<file path="config.mk">
export PLATFORM = sky130hd
export DESIGN_NAME = crihc_top
export DESIGN_NICKNAME = d
export VERILOG_FILES = /design/src/rtl/crihc_sync.v /design/src/rtl/crihc_top.v
export VERILOG_INCLUDE_DIRS = /design/src /design/src/rtl
export SDC_FILE = /design/constraint.sdc
export NUM_CORES = 1
export LEC_CHECK = 0
export BUFFER_PORTS_ARGS = -buffer_cell sky130_fd_sc_hd__buf_4
export CORE_UTILIZATION = 50
export CTS_CLUSTER_SIZE = 12
export DETAILED_ROUTE_END_ITERATION = 12
export PLACE_DENSITY_LB_ADDON = 0.2
export SETUP_SLACK_MARGIN = 0.05
export SYNTH_ARGS = -nofsm -noshare
export SYNTH_HDL_FRONTEND = slang
export SYNTH_SLANG_ARGS = --single-unit
</file>
<file path="constraint.sdc">
create_clock -name clock_i -period 2.2 [get_ports clock_i]
set_clock_uncertainty 0.1 [all_clocks]
set_input_delay 0.44 -clock clock_i [delete_from_list [all_inputs] [get_ports clock_i]]
set_output_delay 0.44 -clock clock_i [all_outputs]
set_load 0.1 [all_outputs]
</file>
<file path="src/rtl/crihc_consts.vh">
`ifndef CRIHC_CONSTS_VH
`define CRIHC_CONSTS_VH

// Reset and start-up
`define CRIHC_INIT_CLKS 4'h7
`define CRIHC_NMI_BLIND_CLKS 2'h2
`define CRIHC_RESET_ADDR 20'hFFFF0

// Interrupt vectors
`define CRIHC_NMI_TYPE 8'h02
`define CRIHC_VEC_SHIFT 2

// Cycle status codes, active-low encoding on the status pins
`define CRIHC_ST_IRQ_ACKNOWLEDGE_STROBE 3'h0
`define CRIHC_ST_HALT 3'h3
`define CRIHC_ST_PASSIVE 3'h7

// Acknowledge bus cycle phases (T1..T4)
`define CRIHC_T_LAST 2'h3
`define CRIHC_T2 2'h1

`endif

</file>
<file path="src/rtl/crihc_sync.v">
// ****************************************
// Two-stage synchroniser
// ****************************************
module crihc_sync (
  input wire clock_i,
  input wire srst_i,
  input wire d_i,
  output wire q_o
);
  reg s1_q;
  reg s2_q;

  always @(posedge clock_i) begin
    if (srst_i) begin
      s1_q <= 1'b0;
      s2_q <= 1'b0;
    end else begin
      s1_q <= d_i;
      s2_q <= s1_q;
    end
  end

  assign q_o = s2_q;
endmodule

</file>
<file path="src/rtl/crihc_top.v">
// Functional notes
// (RULE1) Reset source holds reset over four clocks
// (RULE2) Reset high aborts everything, stays dormant
// (RULE3) Seven-clock init, then fetch from FFFF0
// (RULE4) Reset input synchronised to processor clock
// (RULE5) Power-up reset released after 50 us
// (RULE6) Ignore NMI before second clock after reset
// (RULE7) Vector table: 256 four-byte entries at zero
// (RULE8) NMI rising edge, top priority, type 2
// (RULE9) NMI source holds high over two clocks
// (RULE10) NMI edge latched, serviced at boundary
// (RULE11) Maskable request level, gated by enable flag
// (RULE12) Maskable request high before instruction end
// (RULE13) Requester may drop after first acknowledge
// (RULE14) Response clears enable flag after flags pushed
// (RULE15) Two acknowledge cycles, lock T2 to T2
// (RULE16) Bus hold deferred until acknowledges done
// (RULE17) Type byte times four gives vector address
// (RULE18) Halt: min delays strobe, max status code
// (RULE19) Hold while halted; reissue halt afterwards
// (RULE20) Halt left only by interrupt or reset
// (RULE21) Lock prefix: lock low, requests deferred
// (RULE22) Wait loops until sync input low
`include "crihc_consts.vh"

module crihc_top (
  // Clock and reset
  input wire clock_i,
  input wire srst_i,
  input wire reset_pin_i,
  // Strap and external requests (asynchronous pins)
  input wire mode_strap_i,
  input wire nmi_pin_i,
  input wire maskable_irq_request_i,
  input wire test_n_i,
  input wire hold_req_i,
  // Execution unit interface (same clock)
  input wire instr_boundary_i,
  input wire halt_instr_i,
  input wire lock_prefix_i,
  input wire lock_instr_done_i,
  input wire wait_instr_i,
  input wire queue_full_i,
  input wire flags_pushed_i,
  input wire set_ie_i,
  input wire clr_ie_i,
  input wire [7:0] data_bus_i,
  // Status to execution unit
  output reg cpu_active_o,
  output reg fetch_start_o,
  output reg [19:0] fetch_addr_o,
  output reg irq_take_o,
  output reg [19:0] vector_addr_o,
  output reg ie_flag_o,
  output reg halted_o,
  output reg wait_done_o,
  output wire wait_bus_idle_o,
  // Bus pins
  output reg irq_acknowledge_strobe_n_o,
  output reg [2:0] cycle_status_code_o,
  output reg status_line_zero_n_o,
  output reg ale_o,
  output reg lock_n_o,
  output reg hold_ack_o,
  output reg request_grant_port_o
);

  // ****************************************
  // Synchronisers
  // ****************************************
  wire rst_s;
  wire nmi_s;
  wire irq_s;
  wire test_s;
  wire hold_s;
  wire [4:0] pin_raw = {hold_req_i, test_n_i, maskable_irq_request_i, nmi_pin_i, reset_pin_i};
  wire [4:0] pin_s;
  genvar gi;
  generate
    for (gi = 0; gi < 5; gi = gi + 1) begin : g_sync
      crihc_sync u_sync (
        .clock_i(clock_i),
        .srst_i(srst_i),
        .d_i(pin_raw[gi]),
        .q_o(pin_s[gi])
      );
    end
  endgenerate
  assign rst_s = pin_s[0]; // see (RULE4)
  assign nmi_s = pin_s[1];
  assign irq_s = pin_s[2];
  assign test_s = pin_s[3];
  assign hold_s = pin_s[4];

  // ****************************************
  // Reset sequencing
  // ****************************************
  localparam RS_DORMANT = 2'h0;
  localparam RS_INIT = 2'h1;
  localparam RS_RUN = 2'h2;

  reg [1:0] rs_q;
  reg [3:0] init_cnt_q;
  reg [1:0] blind_q;
  reg mode_max_q;
  wire in_reset = srst_i | rst_s;

  always @(posedge clock_i) begin
    if (in_reset) begin
      rs_q <= RS_DORMANT; // see (RULE2)
      init_cnt_q <= 4'h0;
      blind_q <= 2'h0;
      cpu_active_o <= 1'b0;
      fetch_start_o <= 1'b0;
      fetch_addr_o <= 20'h00000;
    end else begin
      fetch_start_o <= 1'b0;
      case (rs_q)
        RS_DORMANT: begin
          rs_q <= RS_INIT;
          init_cnt_q <= 4'h1;
          mode_max_q <= ~mode_strap_i;
        end
        RS_INIT: begin
          if (init_cnt_q == `CRIHC_INIT_CLKS) begin
            rs_q <= RS_RUN; // see (RULE3)
            cpu_active_o <= 1'b1;
            fetch_start_o <= 1'b1;
            fetch_addr_o <= `CRIHC_RESET_ADDR;
          end else begin
            init_cnt_q <= init_cnt_q + 4'h1;
          end
        end
        RS_RUN: begin
          cpu_active_o <= 1'b1;
        end
        default: rs_q <= RS_DORMANT;
      endcase
      if (blind_q != `CRIHC_NMI_BLIND_CLKS) begin
        blind_q <= blind_q + 2'h1;
      end
    end
  end

  // ****************************************
  // NMI edge latch
  // ****************************************
  reg nmi_prev_q;
  reg nmi_pend_q;
  wire nmi_armed = (blind_q == `CRIHC_NMI_BLIND_CLKS);
  wire nmi_rise = nmi_s & ~nmi_prev_q & nmi_armed; // see (RULE6)
  wire run = (rs_q == RS_RUN);

  // ****************************************
  // Acknowledge sequencer
  // ****************************************
  localparam AS_IDLE = 3'h0;
  localparam AS_ACK1 = 3'h1;
  localparam AS_ACK2 = 3'h2;
  localparam AS_VECT = 3'h3;
  localparam AS_PUSH = 3'h4;

  reg [2:0] as_q;
  reg [1:0] tph_q;
  reg [7:0] type_q;
  wire take_nmi = run & instr_boundary_i & nmi_pend_q & (as_q == AS_IDLE);
  wire take_irq = run & instr_boundary_i & irq_s & ie_flag_o & ~nmi_pend_q
    & (as_q == AS_IDLE) & ~hold_ack_o; // see (RULE11)
  wire halt_wake = halted_o & ((nmi_pend_q) | (irq_s & ie_flag_o)); // see (RULE20)
  wire take_any = take_nmi | take_irq
    | (halt_wake & (as_q == AS_IDLE) & ~hold_ack_o);
  wire wake_irq = halt_wake & ~nmi_pend_q;

  always @(posedge clock_i) begin
    if (in_reset) begin
      nmi_prev_q <= 1'b0;
      nmi_pend_q <= 1'b0;
    end else begin
      nmi_prev_q <= nmi_s;
      // A new edge in the same cycle as service start re-arms the latch
      if (nmi_rise) begin
        nmi_pend_q <= 1'b1; // see (RULE8)
      end else if (take_nmi | (take_any & nmi_pend_q)) begin
        nmi_pend_q <= 1'b0; // see (RULE10)
      end
    end
  end

  always @(posedge clock_i) begin
    if (in_reset) begin
      as_q <= AS_IDLE;
      tph_q <= 2'h0;
      type_q <= 8'h00;
      irq_take_o <= 1'b0;
      vector_addr_o <= 20'h00000;
      ie_flag_o <= 1'b0;
      irq_acknowledge_strobe_n_o <= 1'b1;
    end else begin
      irq_take_o <= 1'b0;
      case (as_q)
        AS_IDLE: begin
          tph_q <= 2'h0;
          if (take_any) begin
            if (nmi_pend_q) begin
              type_q <= `CRIHC_NMI_TYPE; // see (RULE8)
              as_q <= AS_VECT;
            end else if (take_irq | wake_irq) begin
              as_q <= AS_ACK1; // see (RULE15)
            end
          end
        end
        AS_ACK1, AS_ACK2: begin
          tph_q <= tph_q + 2'h1;
          irq_acknowledge_strobe_n_o <= ~((tph_q == 2'h0) | (tph_q == `CRIHC_T2));
          if (tph_q == `CRIHC_T_LAST) begin
            if (as_q == AS_ACK2) begin
              type_q <= data_bus_i; // see (RULE17)
              as_q <= AS_VECT;
            end else begin
              as_q <= AS_ACK2;
            end
          end
        end
        AS_VECT: begin
          vector_addr_o <= {12'h000, type_q} << `CRIHC_VEC_SHIFT; // see (RULE7) (RULE17)
          irq_take_o <= 1'b1;
          as_q <= AS_PUSH;
        end
        AS_PUSH: begin
          if (flags_pushed_i) begin
            as_q <= AS_IDLE;
          end
        end
        default: as_q <= AS_IDLE;
      endcase
      if (as_q == AS_PUSH & flags_pushed_i) begin
        ie_flag_o <= 1'b0; // see (RULE14)
      end else if (set_ie_i) begin
        ie_flag_o <= 1'b1;
      end else if (clr_ie_i) begin
        ie_flag_o <= 1'b0;
      end
    end
  end

  // ****************************************
  // Halt, lock and bus hold
  // ****************************************
  localparam HS_NONE = 2'h0;
  localparam HS_ALE_DLY = 2'h1;
  localparam HS_HALTED = 2'h2;

  reg [1:0] hs_q;
  reg lock_pend_q;
  reg prefix_lock_q;
  reg hold_seen_q;
  wire in_ack = (as_q == AS_ACK1) | (as_q == AS_ACK2);
  // Hold is refused during acknowledges and while the prefix lock stands
  wire hold_ok = hold_s & ~in_ack & ~prefix_lock_q & (as_q == AS_IDLE); // see (RULE16) (RULE21)

  always @(posedge clock_i) begin
    if (in_reset) begin
      hs_q <= HS_NONE;
      halted_o <= 1'b0;
      ale_o <= 1'b0;
      cycle_status_code_o <= `CRIHC_ST_PASSIVE;
      status_line_zero_n_o <= 1'b1;
      lock_pend_q <= 1'b0;
      prefix_lock_q <= 1'b0;
      hold_ack_o <= 1'b0;
      hold_seen_q <= 1'b0;
      request_grant_port_o <= 1'b0;
      wait_done_o <= 1'b0;
    end else begin
      ale_o <= 1'b0;
      request_grant_port_o <= 1'b0;
      cycle_status_code_o <= in_ack ? `CRIHC_ST_IRQ_ACKNOWLEDGE_STROBE : `CRIHC_ST_PASSIVE;
      status_line_zero_n_o <= 1'b1;
      case (hs_q)
        HS_NONE: begin
          if (run & halt_instr_i) begin
            hs_q <= HS_ALE_DLY;
          end
        end
        HS_ALE_DLY: begin
          // Strobe is one clock late so the halt status is stable when latched
          ale_o <= ~hold_ack_o; // see (RULE18)
          halted_o <= 1'b1;
          hs_q <= HS_HALTED;
        end
        HS_HALTED: begin
          if (halt_wake) begin
            halted_o <= 1'b0; // see (RULE20)
            hs_q <= HS_NONE;
          end else if (hold_seen_q & ~hold_ack_o) begin
            hs_q <= HS_ALE_DLY; // see (RULE19)
          end
        end
        default: hs_q <= HS_NONE;
      endcase
      if (hs_q != HS_NONE) begin
        cycle_status_code_o <= `CRIHC_ST_HALT; // see (RULE18)
        status_line_zero_n_o <= mode_max_q;
      end
      hold_seen_q <= hold_ack_o & (hs_q != HS_NONE);
      hold_ack_o <= hold_ok;
      if (lock_prefix_i & run) begin
        prefix_lock_q <= 1'b1; // see (RULE21)
      end else if (lock_instr_done_i) begin
        prefix_lock_q <= 1'b0;
        if (lock_pend_q | (hold_s & mode_max_q)) begin
          request_grant_port_o <= 1'b1;
        end
        lock_pend_q <= 1'b0;
      end else if (prefix_lock_q & hold_s & mode_max_q) begin
        lock_pend_q <= 1'b1;
      end
      wait_done_o <= run & wait_instr_i & ~test_s; // see (RULE22)
    end
  end

  // One driver for lock: acknowledge window and prefixed instruction share the pin
  always @(posedge clock_i) begin
    if (in_reset) begin
      lock_n_o <= 1'b1;
    end else if (mode_max_q & (as_q == AS_ACK1) & (tph_q == 2'h0)) begin
      lock_n_o <= 1'b0; // see (RULE15)
    end else if (lock_instr_done_i & prefix_lock_q) begin
      lock_n_o <= 1'b1; // see (RULE21)
    end else if (prefix_lock_q) begin
      lock_n_o <= 1'b0; // see (RULE21)
    end else if (mode_max_q & (as_q == AS_ACK2) & (tph_q == 2'h0)) begin
      lock_n_o <= 1'b1; // see (RULE15)
    end
  end

  assign wait_bus_idle_o = wait_instr_i & queue_full_i; // see (RULE22)

endmodule
</file>
=== Word-level counts from Yosys, hierarchy flattened ===
Index checks and enable logic that the tools add are counted.

* Bits in registers: 63
* Output and inout port bits: 56

* $add $sub $neg: 3
* Eq/ne operators: 24
* Mux-type cells: 42
* Bitwise logic cells: 59
* Reduce and logical (&&, ||, !) cells: 31

{| class="wikitable"
|+ Operators by type and width
! operator !! count
|-
| $and 1x1->1 || 35
|-
| $mux 8 || 4
|-
| $mux 3 || 7
|-
| $ne 2x2->1 const B || 10
|-
| $mux 1 || 18
|-
| $reduce_bool 2->1 || 9
|-
| $pmux 8 s2 || 1
|-
| $reduce_and 2->1 || 8
|-
| $not 1->1 || 15
|-
| $pmux 2 s3 || 2
|-
| $pmux 3 s4 || 1
|-
| $reduce_or 2->1 || 6
|-
| $or 1x1->1 || 9
|-
| $eq 2x2->1 const B || 4
|-
| $mux 2 || 4
|-
| $pmux 4 s2 || 1
|-
| $eq 2x1->1 const B || 3
|-
| $eq 3x2->1 const B || 2
|-
| $logic_not 2->1 || 3
|-
| $ne 3x3->1 const B || 2
|-
| $reduce_and 5->1 || 1
|-
| $add 2x1->2 const B || 2
|-
| $add 4x1->4 const B || 1
|-
| $eq 4x3->1 const B || 1
|-
| 9 further kinds || 10
|}

=== Longest topological paths before layout ===
Gate-level depths: netlist of run 1.

* Word-level depth: 13
* Gate-level depth with buffers: 7
* Mapped depth without buffers: 6

=== Hierarchy ===
A second synthesis of run 1 with hierarchy kept.

* Cells, all modules: 305
* Area, all modules: 2763.9 µm²

{| class="wikitable"
|+ Modules (own cells, without submodules)
! module !! instances !! cells an instance !! area an instance (µm²)
|-
| crihc_top || 1 || 285 || 2501.1
|-
| crihc_sync || 5 || 4 || 52.6
|}

=== Worst setup path before layout of run 1 ===
No wires, ideal clock.

* Path kind: register to output
* Start point: reg, netlist name fetch_addr_o[4]
* End point: out fetch_addr_o[10]
* Arrival: 1.625 ns
* Path slack: 0.035 ns
* Stages on the path, launching flop included: 2
* Cells stage by stage: dfxtp_1 -> buf_4

{| class="wikitable"
|+ RTL lines
! what !! RTL line !! RTL
|-
| end, declared || crihc_top.v:51 || <nowiki>output reg [19:0] fetch_addr_o,</nowiki>
|}

=== Worst setup path in the final report of run 1 ===
* Start point: reg as_q[0]
* End point: reg type_q[4]

* Word-level cells in the longest chain between the ends: 7

{| class="wikitable"
|+ Ends and longest elaborated chain
! what !! RTL line !! RTL
|-
| start, declared || crihc_top.v:163 || <nowiki>reg [2:0] as_q;</nowiki>
|-
| start signal, assigned || crihc_top.v:191 || <nowiki>as_q <= AS_IDLE;</nowiki>
|-
| start signal, assigned || crihc_top.v:206 || <nowiki>as_q <= AS_VECT;</nowiki>
|-
| start signal, assigned || crihc_top.v:208 || <nowiki>as_q <= AS_ACK1;</nowiki>
|-
| $logic_not 3->1 || - ||
|-
| $and 1x1->1 (2 in series) || crihc_top.v:168 || <nowiki>& (as_q == AS_IDLE) & ~hold_ack_o;</nowiki>
|-
| $or 1x1->1 || crihc_top.v:170 || <nowiki>wire take_any = take_nmi | take_irq</nowiki>
|-
| $or 1x1->1 || crihc_top.v:171 || <nowiki>| (halt_wake & (as_q == AS_IDLE) & ~hold_ack_o);</nowiki>
|-
| $ne 2x2->1 (no line) || - ||
|-
| $reduce_and 5->1 (no line) || - ||
|-
| end signal, assigned || crihc_top.v:205 || <nowiki>type_q <= `CRIHC_NMI_TYPE;</nowiki>
|-
| end signal, assigned || crihc_top.v:217 || <nowiki>type_q <= data_bus_i;</nowiki>
|-
| end, declared || crihc_top.v:165 || <nowiki>reg [7:0] type_q;</nowiki>
|}

Several ways; a longest one is shown, not always the timed one.
A chain may end at the register's enable or synchronous reset.

==> results.toml, run 1 <==
[synth]
synth_warnings = 0
ys_ff_latch = 62
synthArstFlopShare_pct = 0
ys_seq_area_share_pct = 46.9
synthCells = 300
synth_edf_count = 1
ys.flop_type = "dfxtp_1"
yosysUniqueCellTypes = 46
postSynthAreaPerCell_um2 = 8.89
syn_area_mm2 = 0.00267

[layout]
antenna_cells = 0
layout-drive-gt1-share_pct = 27.6
areaGrowthSynthToFinish_pct = 21.2
fin_nets = 378
mostFrequentLayoutCells = "70 x buf_4, 60 x dfxtp_1, 25 x nand2_1"
final_util_pct = 63.3
layout_commonest_cell = "buf_4"
finalInstanceArea_mm2 = 0.00323

[timing]
max_freq_ghz = 0.557
worst_pin_slew_ns = 0.656
hold_violations = 0
fin_crit_sh_pct = 81.7
min_period_ns = 1.80
setup_violations = 0
maxSlewViolCount = 0
grt_setup_unrepaired = "false"
fin_ws_ns = 0.403
relSlewSlack_pct = 56.1
setup_tns_ns = 0

[place]
place_congestion = 0.851
dp_slack_ns = 0.422
portBuffers = 64
hpwl_um = 3620
placed_area_mm2 = 0.00301

[clock_network]
cts_buffer_depth = 2
cts_tree = "built"
cts_made_buffers = 9
path_clk_slew_ns = 0.07
cts.sinks = 62
clk_latency_ns = 0.33
h-tree-depth = 3
hold_buffers = 0
clock-root-buffer = "clkbuf_8"
cts_resized = 0
post_cts_buffers = 0

[die]
die_y_um = 75.0
dieArea_mm2 = 0.00563
die_w_um = 75.0
start_util_pct = 52.2
core_mm2 = 0.00511
fp-row-count = 26
io_pins = 81

[global_routing]
first_global_vias = 1692
grt_max_degree = 21
grt_overflow_total = 0
grt_pass1_wl_um = 7730
grtUsageTotal_pct = 18.6
antenna_found_initial = 0

[job]
cap_violations = 0

[worst_setup_path]
crit_path_top_delay_cell = "or3_4"
crit_path_cell_trace = "or3_4, a31o_4, o21ai_4, buf_4, nand3_1, o21ai_2"
crit_buf_inv = 1
max_stage_delay_ns = 0.46
crit_path_end_kind = "register"
critPathKind = "reg -> reg"
worstReg2RegEnd = "type_q[4]"
start_kind = "register"
critPathMaxFanout = 14
r2r_slack_ns = 0.40
ff2ff_path_depth = 6
crit_family = "simple AND/OR/NAND/NOR gates"
crit_required_ns = 2.36
r2r-start = "as_q[0]"
arrival_ns = 1.96

[min_path]
min_to = "g_sync[2].u_sync.s1_q"
hold_path.class = "in -> reg"
min-delay-start = "maskable_irq_request_i"
whs_path_depth = 2

[route]
vias = 2111
routed_wl_um = 5000
drtAntennaViolNets = 0
viasPerCell = 5.00
wl_per_cell_um = 11.9
drt_iter0_drc = 119
drc = 0
firstDrtPassIters = 4

[power]
powerDensity_mw_per_mm2 = 787
finalPower_w = 0.00254
ir_worst_vdd_v = 0.000392
leakage_nw = 1.36

[status]
status = "finished, final reports clean"
-- area by class of cell --
class,count,area (µm²)
Sequential cell,62,1250
Clock inverter,4,70.1
Tap cell,70,87.6
Multi-Input combinational cell,195,1110
Inverter,10,37.5
Fill cell,465,1870
Timing Repair Buffer,70,526
Clock buffer,11,151
-- registers in the layout (all words and copies together) (netlist names), 2 cells and up --
name / cells
blind_q: 2
g_sync.u_sync.s1_q: 5
rs_q: 2
g_sync.u_sync.q_o: 5
vector_addr_o: 8
init_cnt_q: 4
type_q: 8
as_q: 3
hs_q: 2
cycle_status_code_o: 2
tph_q: 2
-- through the flow --
stage | instances | hold slack, ns
3_5_place_dp | 407 | 0.324
2_1_floorplan | 315 | 0.314
5_1_grt | 422 | 0.211
6_report | 422 | 0.224
4_1_cts | 422 | 0.210
3_3_place_gp | 407 | 0.319
-- synthesized netlist by cell type (2+ instances only) --
library cell | number | share of area, %
nor2_1 | 19 | 2.7
dfxtp_1 | 61 | 46
nand2_1 | 25 | 3.5
buf_4 | 33 | 9.3
and2_1 | 2 | 0.47
o211ai_1 | 2 | 0.56
a31oi_1 | 2 | 0.47
nor4_1 | 2 | 0.47
o311ai_0 | 2 | 0.66
o21a_1 | 3 | 0.84
or2_2 | 4 | 0.94
buf_6 | 2 | 0.84
o31ai_1 | 2 | 0.56
ha_1 | 5 | 2.3
nand3_1 | 19 | 3.6
a21oi_1 | 23 | 4.3
nand4_1 | 3 | 0.70
nand3b_1 | 4 | 1.1
o21ai_0 | 10 | 1.9
nand2b_1 | 2 | 0.47
or3_1 | 2 | 0.47
clkbuf_1 | 10 | 1.4
o21ai_2 | 3 | 0.99
a21o_1 | 3 | 0.84
buf_2 | 2 | 0.38
inv_1 | 10 | 1.4
and3_1 | 2 | 0.47
nor3_1 | 12 | 2.3
nor2b_1 | 14 | 3.3
-- how the worst max path moves through the flow --
stage,from,end,depth (start not counted)
finish,as_q[0],type_q[4],6
global route,as_q[0],as_q[1],5
CTS,as_q[0],type_q[4],6
detailed placement,as_q[0],type_q[4],6
global placement,as_q[0],type_q[2],6
floorplan,ie_flag_o,as_q[0],5
-- power breakdown --
group / total [W] / leakage [nW] / switching, W / internal (W)
clock network: 0.00110 / 0.115 / 0.000414 / 0.000690
registers: 0.00117 / 0.505 / 0.0000183 / 0.00115
logic: 0.000270 / 0.740 / 0.000203 / 0.0000672
-- metal layers --
layer / track usage, % / up-vias / wire [µm]
met5: 0 / - / 0
met4: 7.55 / 0 / 15
met3: 5.89 / 2 / 298
met2: 29.7 / 71 / 2490
met1: 23.3 / 964 / 2200
li1: - / 1074 / -
-- logic make-up (layout without fill, tap and decap cells) --
family | after synthesis | after routing | synth area share [%]
AOI/OAI and AO/OA | 59 | 59 | 14.8
adders and majority gates | 5 | 5 | 2.35
muxes | 1 | 1 | 0.375
xor gates and xnor gates | 2 | 2 | 0.657
DFF | 62 | 62 | 46.9
buffers and inverters | 58 | 95 | 13.6
other | 1 | 16 | 0.141
and+or+nand+nor | 112 | 112 | 21.2
(Power assumes the default switching activity.)
==> run 2, diff against run 1 <==
==> constraint.sdc (replaced) <==
create_clock -name clock_i -period 1.8 [get_ports clock_i]
set_clock_uncertainty 0.1 [all_clocks]
set_input_delay 0.36 -clock clock_i [delete_from_list [all_inputs] [get_ports clock_i]]
set_output_delay 0.36 -clock clock_i [all_outputs]
set_load 0.1 [all_outputs]
==> run 2 against run 1 <==
Effect of this change: sequential share of layout area is 1.0 points lower; utilization grew 2.2 points; maximum frequency up 5.6%; routed wire length increased by 7.6%; die area stayed put; combinational power is 29% higher; sequential power is 22% higher; clock power increased by 24%; global-route usage grew 1.6 points; largest power group unchanged; total power increased by 23%.
==> results.toml, run 2 (same netlist as run 1, synthesis figures left out) <==
[power]
leakage_nw = 1.42
pwr-share-comb_pct = 11.1
switching_share_pct = 25.4
p_switching_w = 0.000798
seqPwrFrac_pct = 45.5
p_int_w = 0.00234
powerDensity_mw_per_mm2 = 938
ir_worst_vdd_v = 0.000529
p_clk_share_pct = 43.4

[layout]
layout-drive-gt1-share_pct = 31.1
fin_cells = 430
areaGrowthSynthToFinish_pct = 25.5
biggestRegsByFlops = "type_q x8, vector_addr_o x8"
mostFrequentLayoutCells = "76 x buf_4, 55 x dfxtp_1, 25 x nand2_1"
antenna_cells = 0
seq_area_mm2 = 0.00126
multi_input_area_mm2 = 0.00113
fill_cells = 450
final_util_pct = 65.5
fin_nets = 386
layout_commonest_cell = "buf_4"

[route]
vias = 2137
routed_wl_um = 5390
met3_length_um = 301
met1Wirelength_um = 2410
viasPerCell = 4.97
firstDrtPassIters = 4
met2_length_um = 2600
drtAntennaViolNets = 0
wl_per_cell_um = 12.5
drt_iter0_drc = 106
highest_layer = "met4"
drc = 0

[global_routing]
grtUsageTotal_pct = 20.2
grt_pass1_wl_um = 8360
antenna_found_initial = 0
first_global_vias = 1862
grt_max_degree = 26
grt_overflow_total = 0

[timing]
grt_setup_unrepaired = "false"
hold_violations = 0
setup_violations = 0
min_period_ns = 1.70
max_freq_ghz = 0.588
holdWs_ns = 0.138
maxSlewViolCount = 0
fin_crit_sh_pct = 94.5
setup_tns_ns = 0

[clock_network]
clock-root-buffer = "clkbuf_8"
h-tree-depth = 3
cts_buffer_depth = 2
cts_tree = "built"
clk_latency_ns = 0.33
cts.sinks = 62
post_cts_buffers = 0
cts_made_buffers = 9
hold_buffers = 0
cts_resized = 0
path_clk_slew_ns = 0.07

[worst_setup_path]
start_kind = "register"
max_stage_delay_ns = 0.44
crit_path_end_kind = "register"
crit_required_ns = 1.95
ff2ff_path_depth = 5
arrival_ns = 1.85
path_depth = 5
critPathMaxFanout = 5
crit_path_cell_trace = "or3_4, a311o_1, o22ai_4, o211ai_1, o31ai_1"
crit_path_top_delay_cell = "or3_4"
critPathKind = "reg -> reg"
crit_buf_inv = 0
crit_family = "compound AO/OA/AOI/OAI gates"

[die]
io_pins = 81
die_w_um = 75.0
fp-row-count = 26
dieArea_mm2 = 0.00563
start_util_pct = 52.2
core_mm2 = 0.00511
die_y_um = 75.0

[status]
status = "finished, final reports clean"

[min_path]
hold_path.class = "in -> reg"
whs_path_depth = 2

[place]
hpwl_um = 3780
portBuffers = 64
place_congestion = 0.838
dp_cells = 415

[job]
cap_violations = 0
run 2: cell count changes in the layout (fill, tap and decap cells not counted), sizes merged:
cell and delta:
buf +8
run 2: power by group through the flow:
stage	sequential [W]	combinational (W)	clock [W]
after CTS	0.00143	0.000346	0.00138
after floorplan	0.00147	0.000276	0
final	0.00143	0.000348	0.00136
after global placement	0.00146	0.000339	0
after detailed placement	0.00146	0.000346	0
after global routing	0.00143	0.000370	0.00146
run 2: worst paths after layout:
check,slack [ns],to,from
setup / recovery,0.1,as_q[0],as_q[0]
hold / removal,0.14,g_sync[1].u_sync.s1_q,nmi_pin_i
setup reg to reg,0.1,as_q[0],as_q[0]
hold reg to reg,0.34,g_sync[1].u_sync.q_o,g_sync[1].u_sync.s1_q
run 2: metrics by stage:
step	setup WS (ns)	instance area, µm²	power (W)
floorplan	0.0919	2730	0.00175
global placement	0.157	3110	0.00180
detailed placement	0.0818	3110	0.00180
CTS	0.0692	3330	0.00316
global route	0.0569	3350	0.00326
finish	0.0991	3350	0.00314
run 2: layout make-up:
cell class | instances | share of cell area, %
Sequential cell | 62 | 37.7
Multi-Input combinational cell | 195 | 33.7
Timing Repair Buffer | 78 | 18.2
Clock buffer | 11 | 4.52
Tap cell | 70 | 2.62
Clock inverter | 4 | 2.09
Inverter | 10 | 1.12
run 2: per-layer routing:
metal	track usage, %	up-vias
met4	10.3	0
met3	4.55	7
met5	0	-
met1	24.9	974
li1	-	1085
met2	33.0	71
==> run 3, diff against run 2 <==
==> constraint.sdc (replaced) <==
create_clock -name clock_i -period 1.8 [get_ports clock_i]
set_clock_uncertainty 0.1 [all_clocks]
set_input_delay 0.27 -clock clock_i [delete_from_list [all_inputs] [get_ports clock_i]]
set_output_delay 0.27 -clock clock_i [all_outputs]
set_load 0.1 [all_outputs]
==> run 3 against run 2 <==
Effect of this change: maximum frequency is 1.6% higher; cell count is 0.70% higher; sequential cell count stayed put; first-iteration DRC count is 5.7% lower; combinational power is 2% lower; via count is 2.4% higher; critical path depth is 1 higher; final area hardly changed; critical endpoint is now type_q[2]; largest cell class unchanged; largest power group unchanged.
==> results.toml, run 3 (same netlist as run 1, synthesis figures left out) <==
[die]
die_y_um = 75.0
dieArea_mm2 = 0.00563
fp-row-count = 26
die_w_um = 75.0
core_mm2 = 0.00511
io_pins = 81
start_util_pct = 52.2

[min_path]
hold_path.class = "in -> reg"

[route]
firstDrtPassIters = 5
wl_per_cell_um = 12.0
routed_wl_um = 5200
vias = 2189
viasPerCell = 5.06
drtAntennaViolNets = 0
drt_iter0_drc = 100
drc = 0

[timing]
fin_crit_sh_pct = 93.0
min_period_ns = 1.67
setup_violations = 0
hold_violations = 0
max_freq_ghz = 0.597
grt_setup_unrepaired = "false"
maxSlewViolCount = 0
setup_tns_ns = 0
holdWs_ns = 0.0491

[global_routing]
first_global_vias = 1867
grtUsageTotal_pct = 19.8
grt_max_degree = 18
grt_pass1_wl_um = 8230
grt_overflow_total = 0
antenna_found_initial = 0

[place]
place_congestion = 0.820
portBuffers = 64
placed_area_mm2 = 0.00311
hpwl_um = 3840

[clock_network]
cts_resized = 0
hold_buffers = 0
h-tree-depth = 3
cts_tree = "built"
cts_made_buffers = 9
cts_buffer_depth = 2
cts.sinks = 62
clk_latency_ns = 0.33
clock-root-buffer = "clkbuf_8"
post_cts_buffers = 0
path_clk_slew_ns = 0.06

[worst_setup_path]
critPathKind = "reg -> reg"
ff2ff_path_depth = 6
crit_required_ns = 1.95
arrival_ns = 1.82
r2r_slack_ns = 0.13
critPathMaxFanout = 14
endpoint = "type_q[2]"
worstReg2RegEnd = "type_q[2]"
start_kind = "register"
r2r-start = "as_q[1]"
cp-startpoint = "as_q[1]"
crit_path_end_kind = "register"

[layout]
areaGrowthSynthToFinish_pct = 25.6
mostFrequentLayoutCells = "80 x buf_4, 57 x dfxtp_1, 25 x nand2_1"
antenna_cells = 0
layout-drive-gt1-share_pct = 31.1
layout_commonest_cell = "buf_4"
finalInstanceArea_mm2 = 0.00335
biggestRegsByFlops = "type_q x8, vector_addr_o x8"
fill_cells = 456
fin_nets = 389

[power]
powerDensity_mw_per_mm2 = 912
leakage_nw = 1.43
ir_worst_vdd_v = 0.000606

[job]
cap_violations = 0

[status]
status = "finished, final reports clean"
## run 3: changes by cell type in the layout (fill, tap and decap cells not counted), sizes merged
cell / before / now
buf: 78 / 81
bufinv: 2 / 1
clkbuf: 11 / 12
## run 3: worst min path at each step
stage                                start               endpoint  slack, ns  depth (start not counted)
floorplan                   flags_pushed_i              ie_flag_o       0.28                          1
global placement     g_sync[0].u_sync.s1_q   g_sync[0].u_sync.q_o       0.32                          1
detailed placement   g_sync[4].u_sync.s1_q   g_sync[4].u_sync.q_o       0.32                          1
CTS                         flags_pushed_i              ie_flag_o       0.03                          2
global route        maskable_irq_request_i  g_sync[2].u_sync.s1_q       0.04                          2
finish                           nmi_pin_i  g_sync[1].u_sync.s1_q       0.05                          2
## run 3: layout make-up
type	instances	area (µm²)	share of cell area, %
flip-flops and latches	62	1260	37.6
multi-input cells	195	1130	33.7
repair buffers	81	621	18.5
clock buffers	12	176	5.27
well taps	70	87.6	2.61
clock inverters	3	40.0	1.20
inverters	10	37.5	1.12
## run 3: per-layer routing
metal	GRT usage, %	wire [µm]	up-vias	share of wire [%]
met2	32.4	2580	60	50
li1	-	-	1097	-
met1	23.8	2300	1022	44
met4	11.3	93	0	1.8
met3	4.82	231	10	4.4
met5	0	0	-	0
## run 3: through the flow
step                      total power (W)  worst slack [ns]  std cells  util [%]
after floorplan                   0.00175            0.0738        315         -
after global placement            0.00179             0.142        418      61.0
after detailed placement          0.00180            0.0913        418      61.0
after CTS                         0.00307            0.0749        433      65.2
after global routing              0.00318            0.0519        433      65.6
final                             0.00305             0.126        433      65.6
## run 3: power by group
group          total, W  switching [W]  internal, W
clock           0.00128       0.000498     0.000786
sequential      0.00143      0.0000197      0.00141
combinational  0.000342       0.000254    0.0000882
total           0.00305       0.000772      0.00228
## run 3: critical path: stages, from the launching register on
cell	delay (ns)
dfxtp_1	0.36
or3_4	0.42
a31o_4	0.24
o21ai_4	0.17
buf_12	0.16
nand3_1	0.07
o21ai_0	0.08
